==> src/rtcc_pkg.sv <==
`default_nettype none
package rtcc_pkg;

    // ****************************************
    // Register indices (byte address = 4 x index)
    // ****************************************
    localparam logic [3:0] IDX_CTRL    = 4'h0;
    localparam logic [3:0] IDX_IEN_CLR = 4'h6;
    localparam logic [3:0] IDX_IEN_SET = 4'h7;
    localparam logic [3:0] IDX_FLAG    = 4'h8;
    localparam logic [3:0] IDX_STATUS  = 4'ha;

    // ****************************************
    // Field positions
    // ****************************************
    localparam int CTRL_SOFTRST_BIT = 0;
    localparam int CTRL_EN_BIT      = 1;
    localparam int CTRL_MODE_LSB    = 2;
    localparam int CTRL_HOUR_BIT    = 6;
    localparam int IRQ_CMP_BIT      = 0;
    localparam int IRQ_SYNC_BIT     = 6;
    localparam int IRQ_OVERFLOW_BIT = 7;
    localparam int STATUS_PEND_BIT  = 7;

    // ****************************************
    // Reset values and masks
    // ****************************************
    localparam logic [15:0] CTRL_RST = 16'h0000;
    localparam logic [7:0]  IEN_RST  = 8'h00;
    localparam logic [7:0]  FLAG_RST = 8'h00;
    localparam logic [7:0]  IRQ_MASK = 8'hc1;

    // ****************************************
    // Timing
    // ****************************************
    localparam int SYNC_CYCLES = 4;

    typedef enum logic [1:0] {
        MODE_WIDE,
        MODE_NARROW,
        MODE_CAL,
        MODE_RSVD
    } rtcc_mode_t;

    function automatic logic [3:0] rtccRegIdx(input logic [31:0] addr);
        return addr[5:2];
    endfunction

    function automatic logic rtccMapped(input logic [31:0] addr);
        return (addr[31:6] == 26'h0) && (addr[1:0] == 2'h0);
    endfunction

endpackage
`default_nettype wire

==> src/rtcc_sync_if.sv <==
`timescale 1ns/100ps
`default_nettype none
interface rtcc_sync_if;
    logic req;
    logic busy;
    logic done;

    modport ctl (output req, input busy, input done);
    modport eng (input req, output busy, output done);
endinterface
`default_nettype wire
==> src/rtcc_ctrl.sv <==
`timescale 1ns/100ps
`default_nettype none
module rtcc_ctrl
    import rtcc_pkg::*;
#(
    parameter int SYNC_LEN = SYNC_CYCLES
) (
    input  wire logic        mclk,
    input  wire logic        arst_n,
    input  wire logic        hsel,
    input  wire logic [31:0] haddr,
    input  wire logic [1:0]  htrans,
    input  wire logic        hwrite,
    input  wire logic [2:0]  hsize,
    input  wire logic [31:0] hwdata,
    input  wire logic        hready,
    output logic      [31:0] hrdata,
    output logic             hreadyout,
    output logic             hresp,
    input  wire logic        overflowEvt,
    input  wire logic        cmpEvt,
    output logic             counterEnable,
    output logic      [1:0]  modeSel,
    output logic             hourFmt12,
    output logic             irq
);

    // ****************************************
    // Reset release
    // ****************************************
    logic [1:0] rstPipe_ff;
    logic       rstSync_n;

    always_ff @(posedge mclk or negedge arst_n) begin
        if (!arst_n) begin
            rstPipe_ff <= 2'h0;
        end else begin
            rstPipe_ff <= {rstPipe_ff[0], 1'b1};
        end
    end

    assign rstSync_n = rstPipe_ff[1];

    // ****************************************
    // State
    // ****************************************
    typedef struct packed {
        logic        dpAct;
        logic        dpWr;
        logic [3:0]  dpIdx;
        logic        dpOk;
        logic        ready;
        logic        resp;
        logic [31:0] rdata;
        logic        ctrlEn;
        logic        softRst;
        rtcc_mode_t  mode;
        logic        hourFmt;
        logic        runEn;
        logic        hour12;
        logic [7:0]  ien;
        logic [7:0]  flags;
        logic        irq;
    } rtcc_ctrl_st_t;

    rtcc_ctrl_st_t st_ff;
    rtcc_ctrl_st_t nxt_st;

    rtcc_sync_if sif ();

    rtcc_sync_delay #(
        .SYNC_LEN (SYNC_LEN)
    ) rtcc_sync_delay_i (
        .mclk  (mclk),
        .rst_n (rstSync_n),
        .sif   (sif)
    );

    logic       accept;
    logic       wrAny;
    logic       wrCtrl;
    logic       wrClr;
    logic       wrSet;
    logic       wrFlag;
    logic       syncReq;
    logic       swDone;
    logic [7:0] wrByte;
    logic [7:0] evt;

    assign accept = hsel && htrans[1] && hready;
    assign wrAny  = st_ff.dpAct && st_ff.dpWr && st_ff.dpOk;
    assign wrCtrl = wrAny && (st_ff.dpIdx == IDX_CTRL);
    assign wrClr  = wrAny && (st_ff.dpIdx == IDX_IEN_CLR);
    assign wrSet  = wrAny && (st_ff.dpIdx == IDX_IEN_SET);
    assign wrFlag = wrAny && (st_ff.dpIdx == IDX_FLAG);
    assign wrByte = hwdata[7:0] & IRQ_MASK;
    assign swDone = sif.done && st_ff.softRst;

    // ****************************************
    // Next state
    // ****************************************
    always_comb begin
        nxt_st  = st_ff;
        syncReq = 1'b0;
        evt     = 8'h00;

        // Bus data phase: one wait cycle, then the answer
        if (st_ff.dpAct) begin
            nxt_st.dpAct = 1'b0;
            nxt_st.ready = 1'b1;
            nxt_st.rdata = 32'h0;
            if (!st_ff.dpWr && st_ff.dpOk) begin
                case (st_ff.dpIdx)
                    IDX_CTRL: begin
                        nxt_st.rdata[CTRL_SOFTRST_BIT] = st_ff.softRst;
                        nxt_st.rdata[CTRL_EN_BIT] = st_ff.ctrlEn;
                        nxt_st.rdata[CTRL_MODE_LSB +: 2] = st_ff.mode;
                        nxt_st.rdata[CTRL_HOUR_BIT] = st_ff.hourFmt;
                    end
                    IDX_IEN_CLR, IDX_IEN_SET: begin
                        nxt_st.rdata[7:0] = st_ff.ien;
                    end
                    IDX_FLAG: begin
                        nxt_st.rdata[7:0] = st_ff.flags;
                    end
                    IDX_STATUS: begin
                        nxt_st.rdata[STATUS_PEND_BIT] = sif.busy;
                    end
                    default: begin
                        nxt_st.rdata = 32'h0;
                    end
                endcase
            end
        end
        if (accept) begin
            nxt_st.dpAct = 1'b1;
            nxt_st.dpWr  = hwrite;
            nxt_st.dpIdx = rtccRegIdx(haddr);
            nxt_st.dpOk  = rtccMapped(haddr);
            nxt_st.ready = 1'b0;
        end

        // Control register
        if (wrCtrl) begin
            if (hwdata[CTRL_SOFTRST_BIT]) begin
                // Reset wins; the rest of this write is thrown away
                nxt_st.softRst = 1'b1;
                nxt_st.ctrlEn  = 1'b0;
                syncReq        = 1'b1;
            end else if (!st_ff.softRst) begin
                // Mode is taken directly, no sync round trip
                if (hwdata[CTRL_MODE_LSB +: 2] != 2'(MODE_RSVD)) begin
                    nxt_st.mode = rtcc_mode_t'(hwdata[CTRL_MODE_LSB +: 2]);
                end
                if (!st_ff.ctrlEn && !st_ff.runEn) begin
                    nxt_st.hourFmt = hwdata[CTRL_HOUR_BIT];
                end
                if (hwdata[CTRL_EN_BIT] != st_ff.ctrlEn) begin
                    nxt_st.ctrlEn = hwdata[CTRL_EN_BIT];
                    syncReq       = 1'b1;
                end
            end
        end

        // Shared enable bits behind the set and clear views
        if (wrClr) begin
            nxt_st.ien = st_ff.ien & ~wrByte;
        end
        if (wrSet) begin
            nxt_st.ien = st_ff.ien | wrByte;
        end

        // Events; a set in the clearing cycle still lands
        evt[IRQ_OVERFLOW_BIT] = overflowEvt;
        evt[IRQ_CMP_BIT]      = cmpEvt;
        evt[IRQ_SYNC_BIT]     = sif.done && !st_ff.softRst;
        if (wrFlag) begin
            nxt_st.flags = st_ff.flags & ~wrByte;
        end
        nxt_st.flags = nxt_st.flags | (evt & IRQ_MASK);

        // Enable change reaches the counter side
        if (sif.done && !st_ff.softRst) begin
            nxt_st.runEn = st_ff.ctrlEn;
        end

        // Soft reset completion overrides all register writes and events from this cycle except a new soft reset
        if (swDone) begin
            // A soft reset written in this very cycle starts over
            nxt_st.softRst = syncReq;
            nxt_st.ctrlEn  = CTRL_RST[CTRL_EN_BIT];
            nxt_st.mode    = rtcc_mode_t'(CTRL_RST[CTRL_MODE_LSB +: 2]);
            nxt_st.hourFmt = CTRL_RST[CTRL_HOUR_BIT];
            nxt_st.runEn   = 1'b0;
            nxt_st.ien     = IEN_RST;
            nxt_st.flags   = FLAG_RST;
        end

        nxt_st.hour12 = nxt_st.hourFmt && (nxt_st.mode == MODE_CAL);
        nxt_st.irq    = |(nxt_st.flags & nxt_st.ien);
        nxt_st.resp   = 1'b0;
    end

    assign sif.req = syncReq;

    always_ff @(posedge mclk or negedge rstSync_n) begin
        if (!rstSync_n) begin
            st_ff       <= '0;
            st_ff.ready <= 1'b1;
        end else begin
            st_ff <= nxt_st;
        end
    end

    // ****************************************
    // Outputs
    // ****************************************
    assign hrdata        = st_ff.rdata;
    assign hreadyout     = st_ff.ready;
    assign hresp         = st_ff.resp;
    assign counterEnable = st_ff.runEn;
    assign modeSel       = st_ff.mode;
    assign hourFmt12     = st_ff.hour12;
    assign irq           = st_ff.irq;
endmodule
`default_nettype wire

==> src/rtcc_sync_delay.sv <==
`timescale 1ns/100ps
`default_nettype none
module rtcc_sync_delay
    import rtcc_pkg::*;
#(
    parameter int SYNC_LEN = SYNC_CYCLES
) (
    input wire logic    mclk,
    input wire logic    rst_n,
    rtcc_sync_if.eng    sif
);

    // ****************************************
    // Stand-in for the counter-domain round trip
    // ****************************************
    typedef struct packed {
        logic [7:0] cnt;
        logic       busy;
        logic       done;
    } rtcc_sync_st_t;

    rtcc_sync_st_t st_ff;
    rtcc_sync_st_t nxt_st;

    always_comb begin
        nxt_st      = st_ff;
        nxt_st.done = 1'b0;
        if (sif.req) begin
            // A new request restarts the wait
            nxt_st.cnt = 8'(SYNC_LEN);
        end else if (st_ff.cnt == 8'h01) begin
            nxt_st.cnt  = 8'h00;
            nxt_st.done = 1'b1;
        end else if (st_ff.cnt != 8'h00) begin
            nxt_st.cnt = st_ff.cnt - 8'h01;
        end
        // Busy still high in the done cycle so it drops with the caller's state
        nxt_st.busy = (nxt_st.cnt != 8'h00) || nxt_st.done;
    end

    always_ff @(posedge mclk or negedge rst_n) begin
        if (!rst_n) begin
            st_ff <= '0;
        end else begin
            st_ff <= nxt_st;
        end
    end

    assign sif.busy = st_ff.busy;
    assign sif.done = st_ff.done;

endmodule
`default_nettype wire

==> config.mk <==
export PLATFORM = sky130hd
export DESIGN_NAME = rtcc_ctrl
export DESIGN_NICKNAME = d
export VERILOG_FILES = /design/src/rtcc_pkg.sv /design/src/rtcc_sync_if.sv /design/src/rtcc_ctrl.sv /design/src/rtcc_sync_delay.sv
export SDC_FILE = /design/constraint.sdc
export NUM_CORES = 1
export LEC_CHECK = 0
export BUFFER_PORTS_ARGS = -buffer_cell sky130_fd_sc_hd__buf_2
export CAP_MARGIN = 10
export CORE_MARGIN = 5
export CORE_UTILIZATION = 30
export DETAILED_ROUTE_END_ITERATION = 16
export REMOVE_ABC_BUFFERS = 1
export SKIP_CTS_REPAIR_TIMING = 1
export SYNTH_ARGS = -nofsm -noshare
export SYNTH_HDL_FRONTEND = slang
export SYNTH_SLANG_ARGS = --single-unit
==> constraint.sdc <==
create_clock -name mclk -period 4.8 [get_ports mclk]
set_input_delay 0.96 -clock mclk [delete_from_list [all_inputs] [get_ports mclk]]
set_output_delay 0.96 -clock mclk [all_outputs]
set_load 0.01 [all_outputs]
==> impl_metrics.json, run 1 <==
{
  "ys_seq_area_frac": 0.460,
  "drc": 0,
  "syn-cell-area_mm2": 0.00283,
  "final_common_cell": "buf_2",
  "finClkSkew_ns": 0.00587,
  "synthMuxAreaShare": 0.0345,
  "synthToLayoutAreaGrowth_pct": 11.1,
  "fin_area_mm2": 0.00315,
  "clkSinkCount": 52,
  "track_usage": 0.107,
  "clk_latency_ns": 0.30,
  "place_area_mm2": 0.00306,
  "mostFrequentLayoutCells": "59 x buf_2, 50 x dfrtp_1, 26 x conb_1",
  "wl_met2_um": 3170,
  "whs_ns": 0.203,
  "drt_iter0_drc": 137,
  "fmax_mhz": 462,
  "io_pins": 115,
  "synth_compound_area_frac": 0.144,
  "cts_tree": "done",
  "synth_seq_cells": 52,
  "initial_core_util": 0.306,
  "n_antenna_cell": 0,
  "clockBufferDepth": 2,
  "gp_congestion": 0.844,
  "synth_top_family_by_area": "simple AND/OR/NAND/NOR gates",
  "cp_top_family": "simple AND/OR/NAND/NOR gates",
  "drv_slew": 0,
  "postRouteAntennaNets": 0,
  "worst_pin_slew_ns": 1.16,
  "synthSimpleGateAreaFrac": 0.188,
  "yosysTopAreaCellShare": 0.451,
  "required_ns": 4.98,
  "synthXorXnorAreaFrac": 0.0217,
  "p_leak_uw": 0.00147,
  "synth_flop_cell": "dfrtp_1",
  "met1_length_um": 2700,
  "dpl.hpwl_um": 4740,
  "drt-pass1-iter-count": 4,
  "start_kind": "register",
  "worst-path-buf-inv": 0,
  "synth_cell_types": 56,
  "cpPeakStageDelay_ns": 0.93,
  "critPathMaxFanout": 12,
  "hp-class": "reg2async",
  "status": "complete, no violations",
  "maxUsedRoutingLayer": "met5",
  "synth_fa_ha_area_frac": 0.0133,
  "end_kind": "register",
  "grt_remaining_overflow": 0,
  "grt_max_degree": 33,
  "viasPerCell": 4.69,
  "drive_gt1_frac": 0.252,
  "crit_chain": "nor3_1, nand2_1, o22ai_1, nor2_1",
  "port_buffers": 59,
  "yosys_warnings": 0,
  "synth_cells": 280,
  "core_mm2": 0.00924,
  "cts_inserted_buffers": 5,
  "hold_viol": 0,
  "min_period_ns": 2.17,
  "setup_tns_ns": 0,
  "crit_slowest_cell": "nor3_1",
  "h-tree-depth": 2,
  "cp_data_arrival_time_ns": 2.35,
  "chipWidth_um": 107,
  "vias": 2135,
  "synthTopCellsByArea": "dfrtp_1 45%, buf_4 9.3%, and2_1 3.3%",
  "fin_nets": 404,
  "synth_top_area_cell": "dfrtp_1",
  "fin_crit_sh": 0.451,
  "rsz0062_at_grt": "false",
  "wl_met3_um": 347,
  "ir_worst_vdd_mv": 0.123,
  "cts_root_buffer": "clkbuf_8",
  "worstSetupPathType": "reg2reg",
  "rows": 35,
  "powerDensity_mw_per_mm2": 361,
  "grt_first_pass_wirelength_um": 10000,
  "synth_edf_count": 0,
  "first_global_vias": 2101,
  "wl_per_cell_um": 13.8,
  "async_flop_share": 1.00,
  "antenna_found_initial": 1,
  "drv_cap": 0,
  "finalWirelength_um": 6260,
  "power.total_uw": 1140,
  "die_y_um": 107,
  "setup_viol": 0,
  "dieArea_mm2": 0.0115,
  "clkTransAtPathRegs_ns": 0.10,
  "syn_avg_cell_area_um2": 10.1,
  "slew_headroom": 0.221
}
[synth_stat cells, types with 4 or more instances]
| cell | n |
|---|---|
| nand2_1 | 8 |
| a21oi_1 | 4 |
| o21ai_0 | 7 |
| nor3_1 | 6 |
| buf_2 | 5 |
| buf_4 | 35 |
| a222oi_1 | 6 |
| mux2_2 | 6 |
| nor2_1 | 24 |
| and2_1 | 15 |
| dfrtp_1 | 51 |
| inv_1 | 15 |
| a31oi_1 | 4 |
| nand3_1 | 7 |
| xnor2_1 | 4 |
| clkbuf_1 | 4 |
| o22ai_1 | 9 |
| nor4_1 | 10 |
[layout make-up]
type / count / area [µm²]
Tap cell: 129 / 161
Multi-Input combinational cell: 191 / 1230
Sequential cell: 52 / 1300
Clock buffer: 6 / 72.6
Fill cell: 941 / 6090
Timing Repair Buffer: 60 / 303
Inverter: 15 / 56.3
Clock inverter: 2 / 16.3
[worst reg2reg max path: stages (launching register included)]
cell	delay, ns
dfrtp_1	0.43
nor3_1	0.94
nand2_1	0.16
o22ai_1	0.41
nor2_1	0.10
[metal layers]
| layer | global-route usage | vias to the layer above |
|---|---|---|
| li1 | - | 1027 |
| met1 | 0.139 | 1045 |
| met2 | 0.180 | 55 |
| met3 | 0.0271 | 6 |
| met4 | 0.0192 | 2 |
| met5 | 0 | - |
[logic make-up (layout without fill, tap and decap cells)]
kind of cell,Yosys count,count (layout)
AND/OR/NAND/NOR,91,91
buffers and inverters,61,83
AO/OA/AOI/OAI,55,55
flip-flops,52,52
multiplexers,9,9
XOR/XNOR,7,7
adder cells (fa/ha/maj),3,3
other,2,26
[flip-flops by register name, summed over array words and instances (netlist names), 2 cells and up]
name / flops
modeSel: 2
st_ff: 26
rstPipe_ff: 2
rtcc_sync_delay_i.st_ff: 8
hrdata: 8
[final timing paths]
path	cells past startpoint	slack (ns)	startpoint	endpoint
max	4	2.63	rtcc_sync_delay_i.st_ff[4]$_DFF_PN0_	rtcc_sync_delay_i.st_ff[7]$_DFF_PN0_
min	0	0.20	rstPipe_ff[1]$_DFF_PN0_	irq$_DFF_PN0_
max reg2reg	4	2.63	rtcc_sync_delay_i.st_ff[4]$_DFF_PN0_	rtcc_sync_delay_i.st_ff[7]$_DFF_PN0_
min reg2reg	0	0.20	rstPipe_ff[1]$_DFF_PN0_	irq$_DFF_PN0_
max in group asynchronous	1	3.84	rstPipe_ff[1]$_DFF_PN0_	st_ff[5]$_DFF_PN0_
min in group mclk	0	0.36	rstPipe_ff[0]$_DFF_PN0_	rstPipe_ff[1]$_DFF_PN0_
[power breakdown]
| group | internal, µW | switching (µW) | total (µW) |
|---|---|---|---|
| Combinational | 134 | 169 | 303 |
| Sequential | 496 | 84.8 | 581 |
| Clock | 104 | 150 | 254 |
| Total | 734 | 403 | 1140 |
[stage by stage]
stage / utilization / cells / setup WS, ns
floorplan: - / 258 / 3.01
global placement: 0.331 / 447 / 2.70
detailed placement: 0.331 / 447 / 2.67
CTS: 0.340 / 455 / 2.68
global route: 0.340 / 455 / 2.38
finish: 0.340 / 455 / 2.63
No activity file was read; power rests on OpenSTA's default activity.
==> run 2: changes to the inputs <==
--- a/config.mk
+++ b/config.mk
@@ -5,6 +5,7 @@
 export SDC_FILE = /design/constraint.sdc
 export NUM_CORES = 1
 export LEC_CHECK = 0
+export ABC_AREA = 1
 export BUFFER_PORTS_ARGS = -buffer_cell sky130_fd_sc_hd__buf_2
 export CAP_MARGIN = 10
 export CORE_MARGIN = 5
==> constraint.sdc (replaced) <==
create_clock -name mclk -period 1.9 [get_ports mclk]
set_input_delay 0.38 -clock mclk [delete_from_list [all_inputs] [get_ports mclk]]
set_output_delay 0.38 -clock mclk [all_outputs]
set_load 0.01 [all_outputs]
==> run 2 against run 1 <==
Via count is 12% higher. Critical path depth is 3 higher. Total power is 150% higher. Maximum frequency is 39% higher. Combinational power grew to 2.7 times the previous value. Largest cell class unchanged.
==> impl_metrics.json, run 2 <==
{
  "status": "complete, no violations",
  "drt-pass1-iter-count": 4,
  "syn_avg_cell_area_um2": 7.80,
  "final_common_cell": "nand2_1",
  "synth_fa_ha_area_frac": 0.0128,
  "fin_crit_sh": 0.819,
  "r2r-end": "hrdata[1]$_DFFE_PN0P_",
  "setup_tns_ns": 0,
  "vias": 2383,
  "core_mm2": 0.00964,
  "hold_viol": 0,
  "drive_gt1_frac": 0.201,
  "crit_chain": "inv_1, nand2_1, nor2_2, inv_1, a31oi_4, o21ai_0, nand2_1",
  "cp_data_arrival_time_ns": 1.81,
  "synth_cell_types": 34,
  "dpl.hpwl_um": 5050,
  "synthTopCellsByArea": "dfrtp_1 44%, nand2_1 11%, buf_4 9.0%",
  "clkTransAtPathRegs_ns": 0.10,
  "wl_per_cell_um": 11.0,
  "grt_remaining_overflow": 0,
  "synth_cells": 375,
  "utilization": 0.346,
  "cts_root_buffer": "clkbuf_8",
  "required_ns": 2.15,
  "mostFrequentLayoutCells": "89 x nand2_1, 59 x buf_2, 51 x inv_1",
  "finalWirelength_um": 6200,
  "nFillCells": 1050,
  "n_antenna_cell": 0,
  "clkSinkCount": 52,
  "synthMuxAreaShare": 0,
  "first_global_vias": 2371,
  "synthXorXnorAreaFrac": 0.00898,
  "grt_first_pass_wirelength_um": 10300,
  "synth_top_area_cell": "dfrtp_1",
  "dieArea_mm2": 0.0118,
  "drc": 0,
  "min_period_ns": 1.56,
  "power.total_uw": 2820,
  "gp_congestion": 0.823,
  "yosys_warnings": 0,
  "drt_iter0_drc": 73,
  "ir_worst_vdd_mv": 0.617,
  "die_y_um": 109,
  "critPathMaxFanout": 6,
  "drv_slew": 0,
  "worst-path-buf-inv": 2,
  "initial_core_util": 0.304,
  "cp_top_family": "flip-flops",
  "worstSetupPathType": "reg2reg",
  "end_kind": "register",
  "fin_nets": 510,
  "largest_register": "st_ff",
  "reg2regPathDepth": 7,
  "synth_seq_cells": 52,
  "cts_tree": "done",
  "synthSimpleGateAreaFrac": 0.287,
  "synth_top_family_by_area": "simple AND/OR/NAND/NOR gates",
  "finalWorstSetupSlack_ns": 0.344,
  "antenna_found_initial": 0,
  "finClkSkew_ns": 0.00419,
  "synthTopCellsByCount": "89 x nand2_1, 51 x dfrtp_1, 51 x inv_1",
  "rows": 36,
  "rrSetupSlack_ns": 0.34,
  "h-tree-depth": 2,
  "synthToLayoutAreaGrowth_pct": 14.1,
  "cts_inserted_buffers": 5,
  "start_kind": "register",
  "track_usage": 0.108,
  "syn-cell-area_mm2": 0.00293,
  "grt_max_degree": 33,
  "io_pins": 115,
  "synth_flop_cell": "dfrtp_1",
  "synth_compound_area_frac": 0.0817,
  "fmax_mhz": 643,
  "port_buffers": 59,
  "drv_cap": 0,
  "async_flop_share": 1.00,
  "clk_latency_ns": 0.30,
  "largest_register_ff_count": 26,
  "viasPerCell": 4.22,
  "r2r-start": "st_ff[62]$_DFFE_PN0P_",
  "yosysTopAreaCellShare": 0.436,
  "setup_viol": 0,
  "crit_slowest_cell": "dfrtp_1",
  "postRouteAntennaNets": 0,
  "cpPeakStageDelay_ns": 0.42,
  "whs_ns": 0.215,
  "clockBufferDepth": 2,
  "p_leak_uw": 0.00178,
  "rsz0062_at_grt": "false",
  "synth_most_common_cell": "nand2_1",
  "hp-class": "reg2async",
  "dp_slack_ns": 0.341,
  "ys_seq_area_frac": 0.445,
  "chipWidth_um": 109,
  "powerDensity_mw_per_mm2": 846,
  "synth_edf_count": 0
}
[run 2: cell count changes after synthesis, moves of 4 or more]
cell | previous run | this run
mux2_2 | 6 | 0
inv_1 | 15 | 51
a222oi_1 | 6 | 0
o21ai_0 | 7 | 13
buf_2 | 5 | 0
a21oi_1 | 4 | 8
and2_1 | 15 | 0
nand3_1 | 7 | 22
nand2_1 | 8 | 89
xnor2_1 | 4 | 0
nor2_2 | 0 | 4
nor4_1 | 10 | 5
nor2_1 | 24 | 44
[run 2: metal layers]
| layer | share of wire | vias up | wire [µm] | GRT usage |
|---|---|---|---|---|
| met5 | 0 | - | 0 | 0 |
| met1 | 0.44 | 1099 | 2740 | 0.130 |
| met3 | 0.047 | 5 | 293 | 0.0207 |
| met4 | 0.0071 | 0 | 44 | 0.0252 |
| met2 | 0.50 | 44 | 3120 | 0.198 |
| li1 | - | 1235 | - | - |
[run 2: worst reg2reg max path, stage by stage, from the launching register on]
cell and delay [ns]:
dfrtp_1 0.42, inv_1 0.13, nand2_1 0.13, nor2_2 0.20, inv_1 0.18, a31oi_4 0.24, o21ai_0 0.14, nand2_1 0.07
[run 2: area by class of cell]
| type | count | area, µm² | share of cell area |
|---|---|---|---|
| Multi-Input combinational cell | 256 | 1240 | 0.372 |
| Tap cell | 133 | 166 | 0.0499 |
| Clock buffer | 5 | 68.8 | 0.0206 |
| Sequential cell | 52 | 1300 | 0.391 |
| Timing Repair Buffer | 62 | 333 | 0.0997 |
| Clock inverter | 3 | 22.5 | 0.00675 |
| Inverter | 54 | 203 | 0.0607 |
[run 2: per-stage QoR]
step / cells / instance area (µm²)
after floorplan: 362 / 2750
after global placement: 556 / 3240
after detailed placement: 556 / 3240
after CTS: 564 / 3330
after global routing: 565 / 3340
final: 565 / 3340
[run 2: how the worst max path moves through the flow]
stage,endpoint,cells after the start,slack (ns),from
final,hrdata[1]$_DFFE_PN0P_,7,0.34,st_ff[62]$_DFFE_PN0P_
after global routing,irq$_DFF_PN0_,10,0.17,st_ff[62]$_DFFE_PN0P_
after CTS,hrdata[1]$_DFFE_PN0P_,7,0.32,st_ff[62]$_DFFE_PN0P_
after detailed placement,hrdata[1]$_DFFE_PN0P_,7,0.34,st_ff[62]$_DFFE_PN0P_
after global placement,hrdata[1]$_DFFE_PN0P_,7,0.35,st_ff[62]$_DFFE_PN0P_
after floorplan,counterEnable$_DFFE_PN0P_,0,0.35,rstPipe_ff[1]$_DFF_PN0_
[run 2: cells by family (layout without fill, tap and decap cells)]
logic type               after synthesis  after routing
AO/OA/AOI/OAI                         39             39
XOR/XNOR                               3              3
adder cells (fa/ha/maj)                3              3
buffers and inverters                 91            124
flip-flops                            52             52
other                                  2             26
AND/OR/NAND/NOR                      185            185
[run 2: power breakdown]
| part | switching, µW | internal, µW |
|---|---|---|
| Combinational | 533 | 296 |
| Clock | 375 | 265 |
| Sequential | 117 | 1240 |
